### src/include/vmadc_defs.vh
// Register map, field positions, reset values and timing counts of the voltage monitor
`ifndef VMADC_DEFS_VH
`define VMADC_DEFS_VH

// ----------------------------------------
// Register offsets
// ----------------------------------------
`define VMADC_OFS_READING    8'h20
`define VMADC_OFS_CONFIG     8'h40
`define VMADC_OFS_STATUS     8'h41
`define VMADC_OFS_LOW_LIMIT  8'h44
`define VMADC_OFS_HIGH_LIMIT 8'h45

// ----------------------------------------
// Reset values
// ----------------------------------------
`define VMADC_RST_READING    8'h00
`define VMADC_RST_CONFIG     8'h00
`define VMADC_RST_LOW_LIMIT  8'h00
`define VMADC_RST_HIGH_LIMIT 8'hff

// ----------------------------------------
// Field positions
// ----------------------------------------
`define VMADC_CFG_ALERT_EN   1
`define VMADC_CFG_SCALE_5V   7
`define VMADC_STS_LOW        0
`define VMADC_STS_HIGH       1

// ----------------------------------------
// Converter and timing
// ----------------------------------------
`define VMADC_ADC_BITS       10
`define VMADC_AVG_SAMPLES    16
`define VMADC_AVG_SHIFT      4
`define VMADC_CLK_PERIOD_PS  8000
`define VMADC_CONV_TIME_PS   711000000
`define VMADC_CONV_CYCLES    (`VMADC_CONV_TIME_PS / `VMADC_CLK_PERIOD_PS)
`define VMADC_TRACK_CYCLES   8
`define VMADC_SETTLE_CYCLES  4

`endif

### src/vmadc_sar.v
// Successive-approximation register engine for the shared converter
`include "vmadc_defs.vh"

module vmadc_sar #(
   parameter N_BITS     = `VMADC_ADC_BITS,
   parameter TRACK_CYC  = `VMADC_TRACK_CYCLES,
   parameter SETTLE_CYC = `VMADC_SETTLE_CYCLES
) (
   input  wire              ref_clk,
   input  wire              rst,
   input  wire              start,
   input  wire              comp_ge,
   output reg               sample_en,
   output reg  [N_BITS-1:0] dac_code,
   output reg               done,
   output reg  [N_BITS-1:0] result
);

   // ----------------------------------------
   // States
   // ----------------------------------------
   localparam [2:0] S_IDLE  = 3'b001;
   localparam [2:0] S_TRACK = 3'b010;
   localparam [2:0] S_BIT   = 3'b100;

   reg [2:0]        state_reg;
   reg [7:0]        wait_reg;
   reg [3:0]        bit_reg;
   reg [N_BITS-1:0] trial;

   always @* begin
      trial = dac_code;
      // Keep the trial bit only if the input reaches it
      if (!comp_ge) begin
         trial[bit_reg] = 1'b0;
      end
   end

   // ----------------------------------------
   // Bit trials
   // ----------------------------------------
   // Settle time covers the two-flop comparator synchroniser
   always @(posedge ref_clk) begin
      if (rst) begin
         state_reg <= S_IDLE;
         wait_reg  <= 8'h00;
         bit_reg   <= 4'h0;
         sample_en <= 1'b0;
         dac_code  <= {N_BITS{1'b0}};
         done      <= 1'b0;
         result    <= {N_BITS{1'b0}};
      end else begin
         done <= 1'b0;
         case (state_reg)
            S_IDLE: begin
               if (start) begin
                  sample_en <= 1'b1;
                  wait_reg  <= TRACK_CYC[7:0];
                  state_reg <= S_TRACK;
               end
            end
            S_TRACK: begin
               if (wait_reg == 8'h00) begin
                  sample_en <= 1'b0;
                  bit_reg   <= N_BITS[3:0] - 4'h1;
                  dac_code  <= {1'b1, {(N_BITS-1){1'b0}}};
                  wait_reg  <= SETTLE_CYC[7:0];
                  state_reg <= S_BIT;
               end else begin
                  wait_reg <= wait_reg - 8'h01;
               end
            end
            S_BIT: begin
               if (wait_reg != 8'h00) begin
                  wait_reg <= wait_reg - 8'h01;
               end else if (bit_reg == 4'h0) begin
                  // Straight binary; full-scale input leaves all ones
                  result    <= trial;
                  dac_code  <= {N_BITS{1'b0}};
                  done      <= 1'b1;
                  state_reg <= S_IDLE;
               end else begin
                  dac_code              <= trial;
                  dac_code[bit_reg-4'h1] <= 1'b1;
                  bit_reg               <= bit_reg - 4'h1;
                  wait_reg              <= SETTLE_CYC[7:0];
               end
            end
            default: begin
               state_reg <= S_IDLE;
            end
         endcase
      end
   end

endmodule

### src/vmadc_monitor.v
// Voltage monitor: conversion sequencing, averaging, reading register and limit checks
//
// Overview of operation
// - Both inputs share one multiplexer into one 10-bit successive-approximation converter.
// - Only the 2.5 V input and the device supply are measured.
// - Nominal input gives code 768, three-quarter scale, leaving overvoltage headroom.
// - One conversion every 711 us; sixteen conversions averaged per measurement.
// - An averaged measurement completes in nominally 11.38 ms before reporting.
// - Config bit 7 switches the supply channel to the 5 V scale.
// - Codes are straight binary and saturate at 1023.
// - The 2.5 V result is checked against low and high limits; status set.
// - A limit violation may drive the bus alert output.
// - Host reads status after alert; alert releases once the violation ends and status is read, or when config clears the alert enable.
`include "vmadc_defs.vh"

module vmadc_monitor #(
   parameter N_BITS      = `VMADC_ADC_BITS,
   parameter CONV_CYCLES = `VMADC_CONV_CYCLES
) (
   input  wire              ref_clk,
   input  wire              rst,
   input  wire [7:0]        reg_addr,
   input  wire              reg_wr,
   input  wire [7:0]        reg_wdata,
   input  wire              reg_rd,
   output reg  [7:0]        reg_rdata,
   input  wire              comp_ge_pin,
   output reg               mux_sel_supply,
   output reg               supply_scale_5v,
   output wire              sample_en,
   output wire [N_BITS-1:0] dac_code,
   output reg  [N_BITS-1:0] supply_reading,
   output reg               alert_oe
);

   // ----------------------------------------
   // Sequencer states
   // ----------------------------------------
   localparam [1:0] Q_WAIT = 2'b01;
   localparam [1:0] Q_CONV = 2'b10;

   reg [1:0]          seq_reg;
   reg [23:0]         period_reg;
   reg [3:0]          count_reg;
   reg [N_BITS+3:0]   accum_reg;
   reg                sync1_reg;
   reg                sync2_reg;
   reg                start_reg;
   reg [7:0]          reading_reg;
   reg [7:0]          config_reg;
   reg [7:0]          low_limit_reg;
   reg [7:0]          high_limit_reg;
   reg [1:0]          status_reg;
   reg [1:0]          viol_reg;
   reg [1:0]          viol_next;
   reg [N_BITS+3:0]   sum_next;
   reg [7:0]          msb_next;
   wire               sar_done;
   wire [N_BITS-1:0]  sar_result;

   // ----------------------------------------
   // Comparator synchroniser
   // ----------------------------------------
   always @(posedge ref_clk) begin
      if (rst) begin
         sync1_reg <= 1'b0;
         sync2_reg <= 1'b0;
      end else begin
         sync1_reg <= comp_ge_pin;
         sync2_reg <= sync1_reg;
      end
   end

   vmadc_sar #(
      .N_BITS     (N_BITS),
      .TRACK_CYC  (`VMADC_TRACK_CYCLES),
      .SETTLE_CYC (`VMADC_SETTLE_CYCLES)
   ) u_sar (
      .ref_clk   (ref_clk),
      .rst       (rst),
      .start     (start_reg),
      .comp_ge   (sync2_reg),
      .sample_en (sample_en),
      .dac_code  (dac_code),
      .done      (sar_done),
      .result    (sar_result)
   );

   // ----------------------------------------
   // Averaging and limit evaluation
   // ----------------------------------------
   always @* begin
      sum_next = accum_reg + {4'h0, sar_result};
      // Average of sixteen, eight top bits kept
      msb_next = sum_next[N_BITS+3:N_BITS-4];
      viol_next[`VMADC_STS_LOW]  = (msb_next < low_limit_reg);
      viol_next[`VMADC_STS_HIGH] = (msb_next > high_limit_reg);
   end

   // ----------------------------------------
   // Conversion sequencing
   // ----------------------------------------
   // Fixed period regardless of SAR length, so timing does not drift
   always @(posedge ref_clk) begin
      if (rst) begin
         seq_reg        <= Q_WAIT;
         period_reg     <= 24'h000000;
         count_reg      <= 4'h0;
         accum_reg      <= {(N_BITS+4){1'b0}};
         start_reg      <= 1'b0;
         mux_sel_supply <= 1'b0;
         reading_reg    <= `VMADC_RST_READING;
         supply_reading <= {N_BITS{1'b0}};
         viol_reg       <= 2'b00;
      end else begin
         start_reg <= 1'b0;
         if (period_reg == CONV_CYCLES[23:0] - 24'h000001) begin
            period_reg <= 24'h000000;
         end else begin
            period_reg <= period_reg + 24'h000001;
         end
         case (seq_reg)
            Q_WAIT: begin
               // One sample-and-convert per period
               if (period_reg == 24'h000000) begin
                  start_reg <= 1'b1;
                  seq_reg   <= Q_CONV;
               end
            end
            Q_CONV: begin
               if (sar_done) begin
                  seq_reg <= Q_WAIT;
                  if (count_reg == 4'hf) begin
                     // Sixteenth sample closes the measurement
                     count_reg <= 4'h0;
                     accum_reg <= {(N_BITS+4){1'b0}};
                     // Shared mux alternates the two channels
                     mux_sel_supply <= ~mux_sel_supply;
                     if (mux_sel_supply) begin
                        supply_reading <= sum_next[N_BITS+3:`VMADC_AVG_SHIFT];
                     end else begin
                        reading_reg <= msb_next;
                        viol_reg    <= viol_next;
                     end
                  end else begin
                     count_reg <= count_reg + 4'h1;
                     accum_reg <= sum_next;
                  end
               end
            end
            default: begin
               seq_reg <= Q_WAIT;
            end
         endcase
      end
   end

   // ----------------------------------------
   // Register access
   // ----------------------------------------
   always @(posedge ref_clk) begin
      if (rst) begin
         config_reg     <= `VMADC_RST_CONFIG;
         low_limit_reg  <= `VMADC_RST_LOW_LIMIT;
         high_limit_reg <= `VMADC_RST_HIGH_LIMIT;
         reg_rdata      <= 8'h00;
      end else begin
         if (reg_wr) begin
            case (reg_addr)
               `VMADC_OFS_CONFIG:     config_reg     <= reg_wdata;
               `VMADC_OFS_LOW_LIMIT:  low_limit_reg  <= reg_wdata;
               `VMADC_OFS_HIGH_LIMIT: high_limit_reg <= reg_wdata;
               default:               config_reg     <= config_reg;
            endcase
         end
         if (reg_rd) begin
            case (reg_addr)
               `VMADC_OFS_READING:    reg_rdata <= reading_reg;
               `VMADC_OFS_CONFIG:     reg_rdata <= config_reg;
               `VMADC_OFS_STATUS:     reg_rdata <= {6'h00, status_reg};
               `VMADC_OFS_LOW_LIMIT:  reg_rdata <= low_limit_reg;
               `VMADC_OFS_HIGH_LIMIT: reg_rdata <= high_limit_reg;
               default:               reg_rdata <= 8'h00;
            endcase
         end
      end
   end

   // ----------------------------------------
   // Status and alert
   // ----------------------------------------
   // Status read clears only bits whose violation has gone; a set wins
   always @(posedge ref_clk) begin
      if (rst) begin
         status_reg <= 2'b00;
         alert_oe   <= 1'b0;
      end else begin
         if (reg_rd && reg_addr == `VMADC_OFS_STATUS) begin
            status_reg <= viol_reg;
         end else begin
            status_reg <= status_reg | viol_reg;
         end
         // Pull the alert line while a flagged violation stands
         alert_oe <= config_reg[`VMADC_CFG_ALERT_EN] & (|status_reg);
      end
   end

   // ----------------------------------------
   // Supply scaling
   // ----------------------------------------
   // Registered copy keeps the attenuator pick free of decode glitches
   always @(posedge ref_clk) begin
      if (rst) begin
         supply_scale_5v <= 1'b0;
      end else begin
         // Attenuator pick keeps nominal supply near code 768
         supply_scale_5v <= config_reg[`VMADC_CFG_SCALE_5V];
      end
   end

endmodule

### config.mk
export PLATFORM = sky130hd
export DESIGN_NAME = vmadc_monitor
export DESIGN_NICKNAME = d
export VERILOG_FILES = /design/src/vmadc_sar.v /design/src/vmadc_monitor.v
export VERILOG_INCLUDE_DIRS = /design/src /design/src/include
export SDC_FILE = /design/constraint.sdc
export NUM_CORES = 1
export LEC_CHECK = 0
export ABC_CLOCK_PERIOD_IN_PS = 3720
export BUFFER_PORTS_ARGS = -buffer_cell sky130_fd_sc_hd__clkbuf_2
export CORE_ASPECT_RATIO = 1.4
export CORE_MARGIN = 1.5
export CORE_UTILIZATION = 43
export CTS_CLUSTER_SIZE = 16
export DETAILED_ROUTE_END_ITERATION = 12
export PLACE_DENSITY = 0.69
export SLEW_MARGIN = 20
export SYNTH_ARGS = -nofsm -noshare
export SYNTH_HDL_FRONTEND = slang
export SYNTH_SLANG_ARGS = --single-unit
export TNS_END_PERCENT = 100
### constraint.sdc
create_clock -name ref_clk -period 3.72 [get_ports ref_clk]
set_clock_uncertainty 0.05 [all_clocks]
set_input_delay 0.744 -clock ref_clk [delete_from_list [all_inputs] [get_ports ref_clk]]
set_output_delay 0.744 -clock ref_clk [all_outputs]
set_load 0.03 [all_outputs]
After elaboration in Yosys (flattened, before gate mapping)
Cells that the tools add are included.

operators by class
  add/subtract/negate cells = 5
  $lt $le $gt $ge = 6
  equality and inequality tests = 20
  multiplexer cells = 35
  bitwise gates (word level) = 9
  reductions and logical operators = 28

operators with widths
  kind                                                                      number
  10-bit 2-to-1 mux                                                         4
  8-bit one-hot mux with 5 select lines                                     1
  8-bit by 7-bit equality test with 1-bit output (second input constant)    4
  8-bit 2-to-1 mux                                                          4
  24-bit by 1-bit adder with 24-bit output (second input constant)          1
  24-bit by 17-bit equality test with 1-bit output (second input constant)  1
  24-bit zero test                                                          1
  8-bit one-hot mux with 3 select lines                                     1
  10-bit one-hot mux with 2 select lines                                    1
  4-bit 2-to-1 mux                                                          4
  4-bit AND reduction                                                       4
  3-bit AND reduction                                                       5
  14-bit by 10-bit adder with 14-bit output                                 1
  14-bit 2-to-1 mux                                                         1
  3-bit 2-to-1 mux                                                          4
  10-bit AND                                                                1
  4-bit by 5-bit < comparator with 1-bit output (second input constant)     2
  10-bit inverter                                                           1
  10-bit bitwise OR                                                         1
  2-bit AND reduction                                                       5
  3-bit one-hot mux with 3 select lines                                     1
  1-bit demux with 4-bit select                                             2
  8-bit by 6-bit equality test with 1-bit output (second input constant)    1
  4-bit by 1-bit >= comparator with 1-bit output (second input constant)    2
  other kinds (30)                                                          50

word-level totals
  bits in registers = 141
  input bits = 21
  output and inout port bits = 32
  logic and storage cells = 128

Logic depth before layout (Yosys ltp)
Gate-level depths: netlist (run 1).

  depth after elaboration = 11
  depth in mapped cells = 14
  depth with buffers taken out = 14

Cells and area by module
A second synthesis (run 1) with hierarchy kept.

unflattened totals
  cell total of the unflattened synthesis = 849
  area total of the unflattened synthesis = 7293.2 µm²

modules (own cells, without submodules)
  module         times used  cells an instance  area each (µm²)  sequential area each (µm²)
  vmadc_monitor  1           611                5312.6           2082.0
  vmadc_sar      1           238                1980.6           740.7

Least setup slack after synthesis (run 1)
No wires, ideal clock.

  path kind = flip-flop to flip-flop
  start point = register accum_reg[0]
  end point = register viol_reg[0]
  library setup time = 0.058 ns
  data arrival time = 3.175 ns
  data required time = 3.612 ns
  path slack = 0.437 ns
  cell stages (with the launch flop) = 15
  path buffers = 0
  period minus slack after synthesis = 3.283 ns
  cell sequence = dfxtp_1 ha_1 fa_1 a211oi_2 o21ai_2 o31a_4 a221oi_4 xnor2_1 ha_1 nand3_1 nor2_1 a221oi_1 o21ai_0 a311oi_1 a31o_2

between the ends
  longest elaborated chain between the ends = 2

RTL lines
  element                                    RTL line             source
  start, declared                            vmadc_monitor.v:45   reg [N_BITS+3:0] accum_reg;
  start signal, assigned                     vmadc_monitor.v:109  accum_reg <= {(N_BITS+4){1'b0}};
  start signal, assigned                     vmadc_monitor.v:136  accum_reg <= {(N_BITS+4){1'b0}};
  start signal, assigned                     vmadc_monitor.v:147  accum_reg <= sum_next;
  14-bit by 10-bit adder with 14-bit output  vmadc_monitor.v:93   sum_next = accum_reg + {4'h0, sar_result};
  named net sum_next[10]                     vmadc_monitor.v:56   reg [N_BITS+3:0] sum_next;
  8-bit < comparator                         vmadc_monitor.v:96   viol_next[`VMADC_STS_LOW] = (msb_next < low_limit_reg);
  end signal, assigned                       vmadc_monitor.v:143  viol_reg <= viol_next;
  end, declared                              vmadc_monitor.v:54   reg [1:0] viol_reg;

The timed path passes the listed nets, and every way through them passes these cells.
A chain may end at the register's enable or synchronous reset.

Worst setup path after layout (run 1)
Same ends and word-level chain as after synthesis.

==> results.md, run 1 <==
- Drt pass-1 iters: 5
- Clock Path Buffers: 2
- Seq/Total Area, Yosys: 0.412
- Syn Nets: 864
- DR iter-0 viols: between 200 and 300
- Cell taking the most area after synthesis: dfxtp_1
- Post-Synthesis Cells: 807
- Post-DP HPWL: 11800 um
- Leakage: ~3.3 nW
- Period Utilization, post-route: 0.951
- Final slew viol count: 0
- Total CTS buffers: 17
- WS Path Type: reg -> reg
- Hold depth: 1
- Multiplexer share of the synthesized area: 0.0331
- CTS tree: yes
- DRT antenna net count: 0
- Post-synthesis compound-gate area fraction: 0.184
- CP endpoint kind: flip-flop
- Vias in the first global route: between 5000 and 6000
- Share of synthesized cell area in full adder, half adder and majority cells: 0.0669
- Total wire length: around 16000 um
- GPL Wtd Cong: 0.955
- Largest family of logic cells by synthesized area: simple AND/OR/NAND/NOR gates
- Worst path required time: 4040 ps
- WL per Instance: between 15 and 20 um
- Row count: 54
- R2r setup slk: ~180 ps
- Buffers on Ports: 52
- DIE AREA: 0.0167 sq mm
- Max-Cap Viols: 0
- Clock period minus worst slack: roughly 3500 ps
- I/O pin count: between 50 and 60
- Die H: ~150 um
- Most used cell, CP: ha_1
- Yosys Warn Count: 0
- Asr flop ratio synth: 0
- Post-synth EDFFs: 0
- Clk_lat worst skew: 420 ps
- Reg2reg end: viol_reg[0]
- HP Start: sync1_reg
- Max Fclk: 283 MHz
- CTS resizes: 0
- Reg2reg start: accum_reg[0]
- Core ar.: approximately 0.016 sq mm
- Most common cell after layout, fill and taps aside: dfxtp_1
- Clk slew on worst S/H paths: 60 ps
- Root Driver: clkbuf_16
- #FFs+latches synth: approximately 140
- Final TNS setup: 0 ps
- Cell Pwr Density: approximately 430 mW/mm^2
- # setup viols final: 0
- GRT Total Usage: 0.207
- Residual DRC: 0
- Synth Flop Type: dfxtp_1
- Max FFs per register: 24
- HP Class: reg -> reg
- Worst Reg2Reg Path Length in Cells: 14
- CP max-delay cell: fa_1
- Initial antenna violation count: 0
- Synth area leaders: dfxtp_1 (41%), ha_1 (6.4%), nor2_1 (5.4%)
- Startpoint types: flip-flop
- Setup Buffers After CTS: 0
- Top-area cell type share of the netlist area: 0.412
- Synthesized cell area: about 0.0068 sq mm
- Status: finished, final reports clean
- Starting density of the core: 0.439
- # hold bufs at CTS: 0
- Fin. Hold Viols: 0
- Simple-gate share of the synthesized area: 0.224
- Max IR drop VDD: ~0.22 mV
- Arrival @ worst endpoint: between 3000 and 4000 ps
- Via/cell ratio: roughly 5.6
- Overflow after GRT: 0
- WHS: about 380 ps
- Commonest non-fill, non-tap cells in the layout: dfxtp_1 (141), nor2_1 (98), nand2_1 (92), a21oi_1 (69), clkbuf_2 (51)
- Largest net degree at the start of global routing: 47
- FILL cells: about 1500
- RSZ-0062 raised after global routing: no
- # clock sinks: roughly 140
- Critical path peak fanout: 3
- CP peak stage delay: ~450 ps
- Mapped Avg Cell Area: ~8.5 sq um
- Layout area overhead: 15.4%
- CTS H-tree depth: 4
- Global-route wire length before repair: about 27000 um
- Layout cells sized above 1: 0.133
- Worst-Margin Slew: 963 ps
- Xor and xnor fraction of the mapped netlist area: 0.0448
- Die width: between 100 and 150 um
- Vias: 5955
- Synth cell types: 70
- Antenna Diode Count: 0
- Worst slew margin: 0.355
- Critical-path cell list: ha_1 -> fa_1 -> a211oi_2 -> o21ai_2 -> o31a_4 -> a221oi_4 -> xnor2_1 -> ha_1 -> nand3_1 -> nor2_1 -> a221oi_1 -> o21ai_0 -> a311oi_1 -> a31o_2
- Worst Hold End: sync2_reg
- Final net count: 916
-- Yosys cell counts, drive strengths merged, types with 8 or more instances --
master	count
nand3	41
nand2	94
o21ai	35
a211oi	9
clkbuf	21
a22o	17
nor3	16
dfxtp	141
buf	11
nor2	99
ha	35
a21oi	69
xor2	22
nor4	8
inv	30
a22oi	19
mux2i	17
nor2b	9
nand4	10
xnor2	13
-- worst max-delay path, delay by kind of cell (launching register included) --
kind / cells / cell delay (ps)
adders and majority gates: 3 / 990
AOI/OAI and AO/OA: 8 / 1770
and+or+nand+nor: 2 / 140
xor gates and xnor gates: 1 / 230
DFF: 1 / 310
-- cell type report --
class	count	area (sq um)	share of cell area
inverters	30	113	0.0142
clock inverters	10	116	0.0147
clock buffers	20	457	0.0578
repair buffers	65	358	0.0453
flip-flops and latches	141	2820	0.357
multi-input cells	604	3790	0.480
well taps	196	245	0.0310
-- worst max-delay path by stage --
stage | start | to | slack (ps) | cells after the start
6_report | accum_reg[0] | viol_reg[0] | 180 | 14
5_1_grt | accum_reg[0] | viol_reg[0] | 3 | 14
4_1_cts | accum_reg[0] | viol_reg[0] | 180 | 14
3_5_place_dp | accum_reg[0] | viol_reg[0] | 210 | 14
3_3_place_gp | accum_reg[0] | viol_reg[0] | 300 | 14
2_1_floorplan | accum_reg[0] | viol_reg[0] | 440 | 14
-- metal layers --
layer | track usage | vias to the layer above | wire (um)
li1 | - | 2980 | -
met1 | 0.246 | 2832 | 6940
met2 | 0.358 | 110 | 8330
met3 | 0.0376 | 33 | 466
met4 | 0.0860 | 0 | 502
met5 | 0 | - | 0
-- kinds of logic after synthesis --
family,Yosys count
xor gates and xnor gates,35
buffers and inverters,62
muxes,20
and+or+nand+nor,322
DFF,141
AOI/OAI and AO/OA,191
adders and majority gates,36
-- where the power goes --
group          switching (W)  internal (W)  leakage (nW)
logic               0.000102     0.0000549          1.88
registers          0.0000213       0.00153          1.14
clock network       0.000644       0.00101         0.278
total               0.000768       0.00260          3.30
-- per-stage QoR --
step / power, W / util / std cells / cell area, sq um / setup slack, ps
3_5_place_dp: 0.00174 / 0.470 / 1036 / 7330 / 205
2_1_floorplan: 0.00169 / - / 807 / 6850 / 437
4_1_cts: 0.00339 / 0.506 / 1066 / 7900 / 176
6_report: 0.00337 / 0.506 / 1066 / 7900 / 181
3_3_place_gp: 0.00174 / 0.470 / 1036 / 7330 / 304
5_1_grt: 0.00348 / 0.506 / 1066 / 7900 / 3.21
(Power assumes the default switching activity.)
==> inputs of run 2 (changes only) <==
--- a/config.mk
+++ b/config.mk
@@ -10,10 +10,10 @@
 export BUFFER_PORTS_ARGS = -buffer_cell sky130_fd_sc_hd__clkbuf_2
 export CORE_ASPECT_RATIO = 1.4
 export CORE_MARGIN = 1.5
-export CORE_UTILIZATION = 43
+export CORE_UTILIZATION = 25
 export CTS_CLUSTER_SIZE = 16
 export DETAILED_ROUTE_END_ITERATION = 12
-export PLACE_DENSITY = 0.69
+export PLACE_DENSITY = 0.49
 export SLEW_MARGIN = 20
 export SYNTH_ARGS = -nofsm -noshare
 export SYNTH_HDL_FRONTEND = slang
==> results.md, run 2 (same netlist as run 1, synthesis figures left out) <==
- Max IR drop VDD: 0.222 mV (was 0.216 mV)
- Clk pwr share: 0.507 (was 0.493)
- Clk slew on worst S/H paths: 60 ps (about the same)
- Final slew viol count: 0 (unchanged)
- Max Fclk: 289 MHz (was 283 MHz)
- Residual DRC: 0 (unchanged)
- CP endpoint kind: flip-flop (unchanged)
- Total wire length: 18500 um (was 16200 um)
- Fin. Hold Viols: 0 (unchanged)
- Initial antenna violation count: 0 (unchanged)
- Worst-Margin Slew: 988 ps (was 963 ps)
- Critical-path cell list: ha_1 -> a211oi_1 -> o211ai_1 -> a31oi_1 -> nor3_1 -> nor2_1 -> inv_1 -> ha_1 -> nand3_1 -> nor2_1 -> a221oi_1 -> o21ai_0 -> a311oi_1 -> a31o_2 (was ha_1 -> fa_1 -> a211oi_2 -> o21ai_2 -> o31a_4 -> a221oi_4 -> xnor2_1 -> ha_1 -> nand3_1 -> nor2_1 -> a221oi_1 -> o21ai_0 -> a311oi_1 -> a31o_2)
- Worst Reg2Reg Path Length in Cells: 14 (unchanged)
- Die width: 143 um (was 110 um)
- Sw frac: 0.235 (was 0.228)
- Period Utilization, post-route: 0.931 (was 0.951)
- Setup Buffers After CTS: 0 (unchanged)
- Final TNS setup: 0 ps (unchanged)
- R2r setup slk: 260 ps (was 180 ps)
- Hold depth: 1 (unchanged)
- Row count: 71 (was 54)
- WHS: 387 ps (was 384 ps)
- FILL cells: 2898 (was 1488)
- Total CTS buffers: 17 (unchanged)
- I/O pin count: 53 (unchanged)
- Cell Pwr Density: 426 mW/mm^2 (about the same)
- DR iter-0 viols: 277 (was 254)
- Final net count: 916 (unchanged)
- GRT Total Usage: 0.136 (was 0.207)
- Worst path required time: 4050 ps (was 4040 ps)
- WL per Instance: 15.0 um (was 15.2 um)
- DRT antenna net count: 0 (unchanged)
- # setup viols final: 0 (unchanged)
- GPL Wtd Cong: 0.830 (was 0.955)
- Worst Hold End: sync2_reg (unchanged)
- Via/cell ratio: 4.72 (was 5.59)
- Post-route cell area: 0.00816 sq mm (was 0.00790 sq mm)
- Clock Path Buffers: 2 (unchanged)
- Critical path peak fanout: 6 (was 3)
- Commonest non-fill, non-tap cells in the layout: dfxtp_1 (141), nor2_1 (98), nand2_1 (92), a21oi_1 (69), clkbuf_2 (51) (unchanged)
- Vias: 5844 (was 5955)
- Drt pass-1 iters: 4 (was 5)
- Die H: 199 um (was 152 um)
- Clock period minus worst slack: 3460 ps (was 3540 ps)
- Max-Cap Viols: 0 (unchanged)
- CTS tree: yes (unchanged)
- RSZ-0062 raised after global routing: no (unchanged)
- Startpoint types: flip-flop (unchanged)
- Layout area overhead: 19.2% (was 15.4%)
- Post-DP HPWL: 13600 um (was 11800 um)
- Switch Pwr: 0.000817 W (was 0.000768 W)
- Overflow after GRT: 0 (unchanged)
- Arrival @ worst endpoint: 3800 ps (was 3860 ps)
- CTS H-tree depth: 4 (unchanged)
- Global-route wire length before repair: 30000 um (was 27400 um)
- Layout cells sized above 1: 0.138 (was 0.133)
- Buffers on Ports: 52 (unchanged)
- Max FFs per register: 24 (unchanged)
- Total placed instance area: 0.00754 sq mm (was 0.00733 sq mm)
- Most common cell after layout, fill and taps aside: dfxtp_1 (unchanged)
- Worst setup margin: 258 ps (was 181 ps)
- Largest net degree at the start of global routing: 38 (was 47)
- Starting density of the core: 0.254 (was 0.439)
- Status: finished, final reports clean (unchanged)
- Core ar.: 0.0269 sq mm (was 0.0156 sq mm)
- # clock sinks: 141 (unchanged)
- Setup WS pre-CTS: 249 ps (was 205 ps)
- Sequential share of power: 0.446 (was 0.461)
- Combinational group share of total power: 0.047 (about the same)
- # hold bufs at CTS: 0 (unchanged)
- CP peak stage delay: 500 ps (was 450 ps)
- Clk_lat worst skew: 430 ps (was 420 ps)
- HP Class: reg -> reg (unchanged)
- WS Path Type: reg -> reg (unchanged)
- CP top delay family: compound AO/OA/AOI/OAI gates (unchanged)
- CP Buf/Inv Count: 1 (was 0)
- Reg2reg end: viol_reg[0] (unchanged)
- Reg2reg start: accum_reg[1] (was accum_reg[0])
- HP Start: sync1_reg (unchanged)
- CP max-delay cell: a31oi_1 (was fa_1)
- Antenna Diode Count: 0 (unchanged)
- Root Driver: clkbuf_16 (unchanged)
- Vias in the first global route: 5784 (was 5714)
- Worst slew margin: 0.338 (was 0.355)
- Leakage: 3.31 nW (was 3.30 nW)
- DIE AREA: 0.0284 sq mm (was 0.0167 sq mm)
- Cell Int Power: 0.00266 W (was 0.00260 W)
run 2: changes by cell type in the layout (fill, tap and decap cells not counted), sizes merged:
cell      delta
inv          +1
clkinv       -1
clkinvlp     +2
clkbuf       -1
bufinv       +1
run 2: cell type report:
cell class / count / area (sq um) / area share
clock buffer: 19 / 443 / 0.0543
clock inverter: 13 / 165 / 0.0202
inverter: 30 / 113 / 0.0138
multi-input combinational: 604 / 3800 / 0.466
sequential: 141 / 2820 / 0.346
tap: 365 / 457 / 0.0560
timing repair buffer: 65 / 358 / 0.0439
run 2: how the worst max path moves through the flow:
| stage | from | cells after the start | to | slack [ps] |
|---|---|---|---|---|
| after global routing | accum_reg[6] | 14 | viol_reg[0] | 20 |
| after detailed placement | accum_reg[0] | 14 | viol_reg[0] | 250 |
| after floorplan | accum_reg[0] | 14 | viol_reg[0] | 440 |
| after CTS | accum_reg[0] | 14 | viol_reg[0] | 230 |
| after global placement | accum_reg[0] | 14 | viol_reg[0] | 240 |
| final | accum_reg[1] | 14 | viol_reg[0] | 260 |
run 2: metrics by stage:
step                 util  power, W  cells
global route        0.303   0.00362   1237
floorplan               -   0.00169    807
finish              0.303   0.00347   1237
detailed placement  0.280   0.00175   1205
global placement    0.280   0.00175   1205
CTS                 0.303   0.00353   1237
run 2: power by group through the flow:
stage	logic, W	registers [W]	clock network, W
6_report	0.000163	0.00155	0.00176
5_1_grt	0.000184	0.00155	0.00188
4_1_cts	0.000166	0.00155	0.00181
3_5_place_dp	0.000165	0.00158	0
3_3_place_gp	0.000166	0.00158	0
2_1_floorplan	0.000113	0.00158	0
run 2: timing repair:
action,CTS,global route
setup endpoints to repair,0,1
resized for setup,0,2
endpoints found under the hold margin,0,0
run 2: per-layer routing:
metal / vias to the layer above / wire length [um] / GRT usage
li1: 2977 / - / -
met3: 29 / 553 / 0.0274
met4: 0 / 566 / 0.0699
met2: 101 / 9710 / 0.251
met5: - / 0 / 0
met1: 2737 / 7680 / 0.145
run 2: worst reg2reg max path, stage by stage, from the launching register on:
cell	delay [ps]
dfxtp_1	340
ha_1	320
a211oi_1	260
o211ai_1	160
a31oi_1	500
nor3_1	130
nor2_1	260
inv_1	110
ha_1	300
nand3_1	100
nor2_1	70
a221oi_1	280
o21ai_0	130
a311oi_1	260
a31o_2	130
==> inputs of run 3 (changes only) <==
--- a/config.mk
+++ b/config.mk
@@ -6,7 +6,7 @@
 export SDC_FILE = /design/constraint.sdc
 export NUM_CORES = 1
 export LEC_CHECK = 0
-export ABC_CLOCK_PERIOD_IN_PS = 3720
+export ABC_CLOCK_PERIOD_IN_PS = 4050
 export BUFFER_PORTS_ARGS = -buffer_cell sky130_fd_sc_hd__clkbuf_2
 export CORE_ASPECT_RATIO = 1.4
 export CORE_MARGIN = 1.5
@@ -14,6 +14,7 @@
 export CTS_CLUSTER_SIZE = 16
 export DETAILED_ROUTE_END_ITERATION = 12
 export PLACE_DENSITY = 0.49
+export SETUP_SLACK_MARGIN = 0.5
 export SLEW_MARGIN = 20
 export SYNTH_ARGS = -nofsm -noshare
 export SYNTH_HDL_FRONTEND = slang
==> constraint.sdc (replaced) <==
create_clock -name ref_clk -period 4.05 [get_ports ref_clk]
set_clock_uncertainty 0.05 [all_clocks]
set_input_delay 0.81 -clock ref_clk [delete_from_list [all_inputs] [get_ports ref_clk]]
set_output_delay 0.81 -clock ref_clk [all_outputs]
set_load 0.03 [all_outputs]
==> results.md, run 3 (same netlist as run 1, synthesis figures left out) <==
- Max-Cap Viols: 0 (unchanged)
- Worst slew margin: 0.498 (was 0.338)
- Max FFs per register: 24 (unchanged)
- I/O pin count: 53 (unchanged)
- GRT Total Usage: 0.137 (was 0.136)
- Clock Path Buffers: 2 (unchanged)
- GPL Wtd Cong: 0.799 (was 0.830)
- HP Class: reg -> reg (unchanged)
- Cell Pwr Density: 382 mW/mm^2 (was 426 mW/mm^2)
- Die H: 199 um (unchanged)
- Clk_lat worst skew: 430 ps (about the same)
- Die width: 143 um (unchanged)
- Initial antenna violation count: 0 (unchanged)
- Cell Int Power: 0.00237 W (was 0.00266 W)
- CP endpoint kind: flip-flop (unchanged)
- Reg2reg start: accum_reg[0] (was accum_reg[1])
- Residual DRC: 0 (unchanged)
- # clock sinks: 141 (unchanged)
- Total CTS buffers: 17 (unchanged)
- Post-DP HPWL: 13500 um (was 13600 um)
- Post-route cell area: 0.00814 sq mm (was 0.00816 sq mm)
- DR iter-0 viols: 305 (was 277)
- Period Utilization, post-route: 0.829 (was 0.931)
- Core ar.: 0.0269 sq mm (unchanged)
- Worst-Margin Slew: 751 ps (was 988 ps)
- Setup crit start: accum_reg[0] (was accum_reg[1])
- Leakage: 3.30 nW (was 3.31 nW)
- Antenna Diode Count: 0 (unchanged)
- CTS H-tree depth: 4 (unchanged)
- Overflow after GRT: 0 (unchanged)
- Final TNS setup: 0 ps (unchanged)
- Root Driver: clkbuf_16 (unchanged)
- Row count: 71 (unchanged)
- Startpoint types: flip-flop (unchanged)
- Fin. Hold Viols: 0 (unchanged)
- Layout area overhead: 18.8% (was 19.2%)
- Max IR drop VDD: 0.210 mV (was 0.222 mV)
- Sequential share of power: 0.457 (was 0.446)
- Starting density of the core: 0.254 (unchanged)
- Switch Pwr: 0.000741 W (was 0.000817 W)
- Final net count: 913 (was 916)
- Max Fclk: 298 MHz (was 289 MHz)
- Critical path peak fanout: 4 (was 6)
- DIE AREA: 0.0284 sq mm (unchanged)
- CTS tree: yes (unchanged)
- Worst path required time: 4370 ps (was 4050 ps)
- Commonest non-fill, non-tap cells in the layout: dfxtp_1 (141), nor2_1 (98), nand2_1 (92), a21oi_1 (69), clkbuf_2 (51) (unchanged)
- Global-route wire length before repair: 30200 um (was 30000 um)
- Layout cells sized above 1: 0.139 (was 0.138)
- Total wire length: 18400 um (was 18500 um)
- WHS: 396 ps (was 387 ps)
- Vias: 5871 (was 5844)
- Via/cell ratio: 4.76 (was 4.72)
- Final slew viol count: 0 (unchanged)
- # hold bufs at CTS: 0 (unchanged)
- # setup viols final: 0 (unchanged)
- DRT antenna net count: 0 (unchanged)
- Status: finished, final reports clean (unchanged)
- Clock period minus worst slack: 3360 ps (was 3460 ps)
- Arrival @ worst endpoint: 3680 ps (was 3800 ps)
- Drt pass-1 iters: 4 (unchanged)
- HP Start: sync1_reg (unchanged)
- Clk slew on worst S/H paths: 60 ps (about the same)
- Most common cell after layout, fill and taps aside: dfxtp_1 (unchanged)
- Clk pwr share: 0.494 (was 0.507)
- WS Path Type: reg -> reg (unchanged)
- Sw frac: 0.238 (was 0.235)
- Buffers on Ports: 52 (unchanged)
- FILL cells: 2891 (was 2898)
- Final total power: 0.00311 W (was 0.00347 W)
- WL per Instance: 14.9 um (was 15.0 um)
- Combinational group share of total power: 0.048 (was 0.047)
- Largest net degree at the start of global routing: 44 (was 38)
- Total placed instance area: 0.00751 sq mm (was 0.00754 sq mm)
- RSZ-0062 raised after global routing: yes (was no)
- Vias in the first global route: 5802 (was 5784)
run 3: cell types whose count changed in the layout (fill, tap and decap cells not counted), moves of 2 or more:
cell / before / now
clkbuf_8: 1 / 4
a31oi_1: 5 / 3
a31oi_2: 0 / 2
buf_4: 13 / 10
bufinv_16: 3 / 1
run 3: power by group through the flow:
stage	registers, W	logic, W	clock network [W]
6_report	0.00142	0.000151	0.00154
3_3_place_gp	0.00145	0.000151	0
3_5_place_dp	0.00145	0.000151	0
4_1_cts	0.00142	0.000153	0.00158
2_1_floorplan	0.00145	0.000103	0
5_1_grt	0.00142	0.000171	0.00164
run 3: repair_timing:
action | CTS | global route
endpoints found under the setup margin | 1 | 2
resized for setup | 1 | 5
pin swaps | 0 | 4
buffers inserted | 0 | 1
run 3: stage by stage:
step                setup slack (ps)  utilization  std cells
finish                           693        0.302       1234
floorplan                        767            -        807
CTS                              520        0.301       1233
detailed placement               503        0.279       1201
global placement                 508        0.279       1201
global route                     494        0.302       1234
run 3: path summary, 6_finish.rpt:
check,end,depth (start not counted),slack (ps)
worst min register to register,sync2_reg,1,400
worst max-delay path,viol_reg[0],14,690
worst min-delay path,sync2_reg,1,400
worst max register to register,viol_reg[0],14,690
run 3: worst max-delay path, cell delays in order, from the launching register on:
cell,delay (ps)
dfxtp_1,310
ha_1,230
fa_2,380
a211oi_2,220
o21ai_2,120
o31a_4,310
a221oi_4,360
xnor2_2,180
ha_1,270
nand3_1,90
nor2_1,70
a221oi_2,250
o21ai_1,90
a311oi_1,210
a31o_2,140
run 3: routing by layer:
layer	wire length, um	vias up	share of wire	GRT usage
met2	9430	104	0.51	0.250
met5	0	-	0	0
li1	-	2968	-	-
met4	598	0	0.033	0.0676
met3	678	38	0.037	0.0315
met1	7650	2761	0.42	0.148
run 3: cell type report:
cell class | count | area [sq um] | area share
sequential | 141 | 2820 | 0.347
inverter | 30 | 113 | 0.0138
clock buffer | 21 | 480 | 0.0590
timing repair buffer | 62 | 335 | 0.0412
clock inverter | 11 | 106 | 0.0131
tap | 365 | 457 | 0.0561
multi-input combinational | 604 | 3820 | 0.470
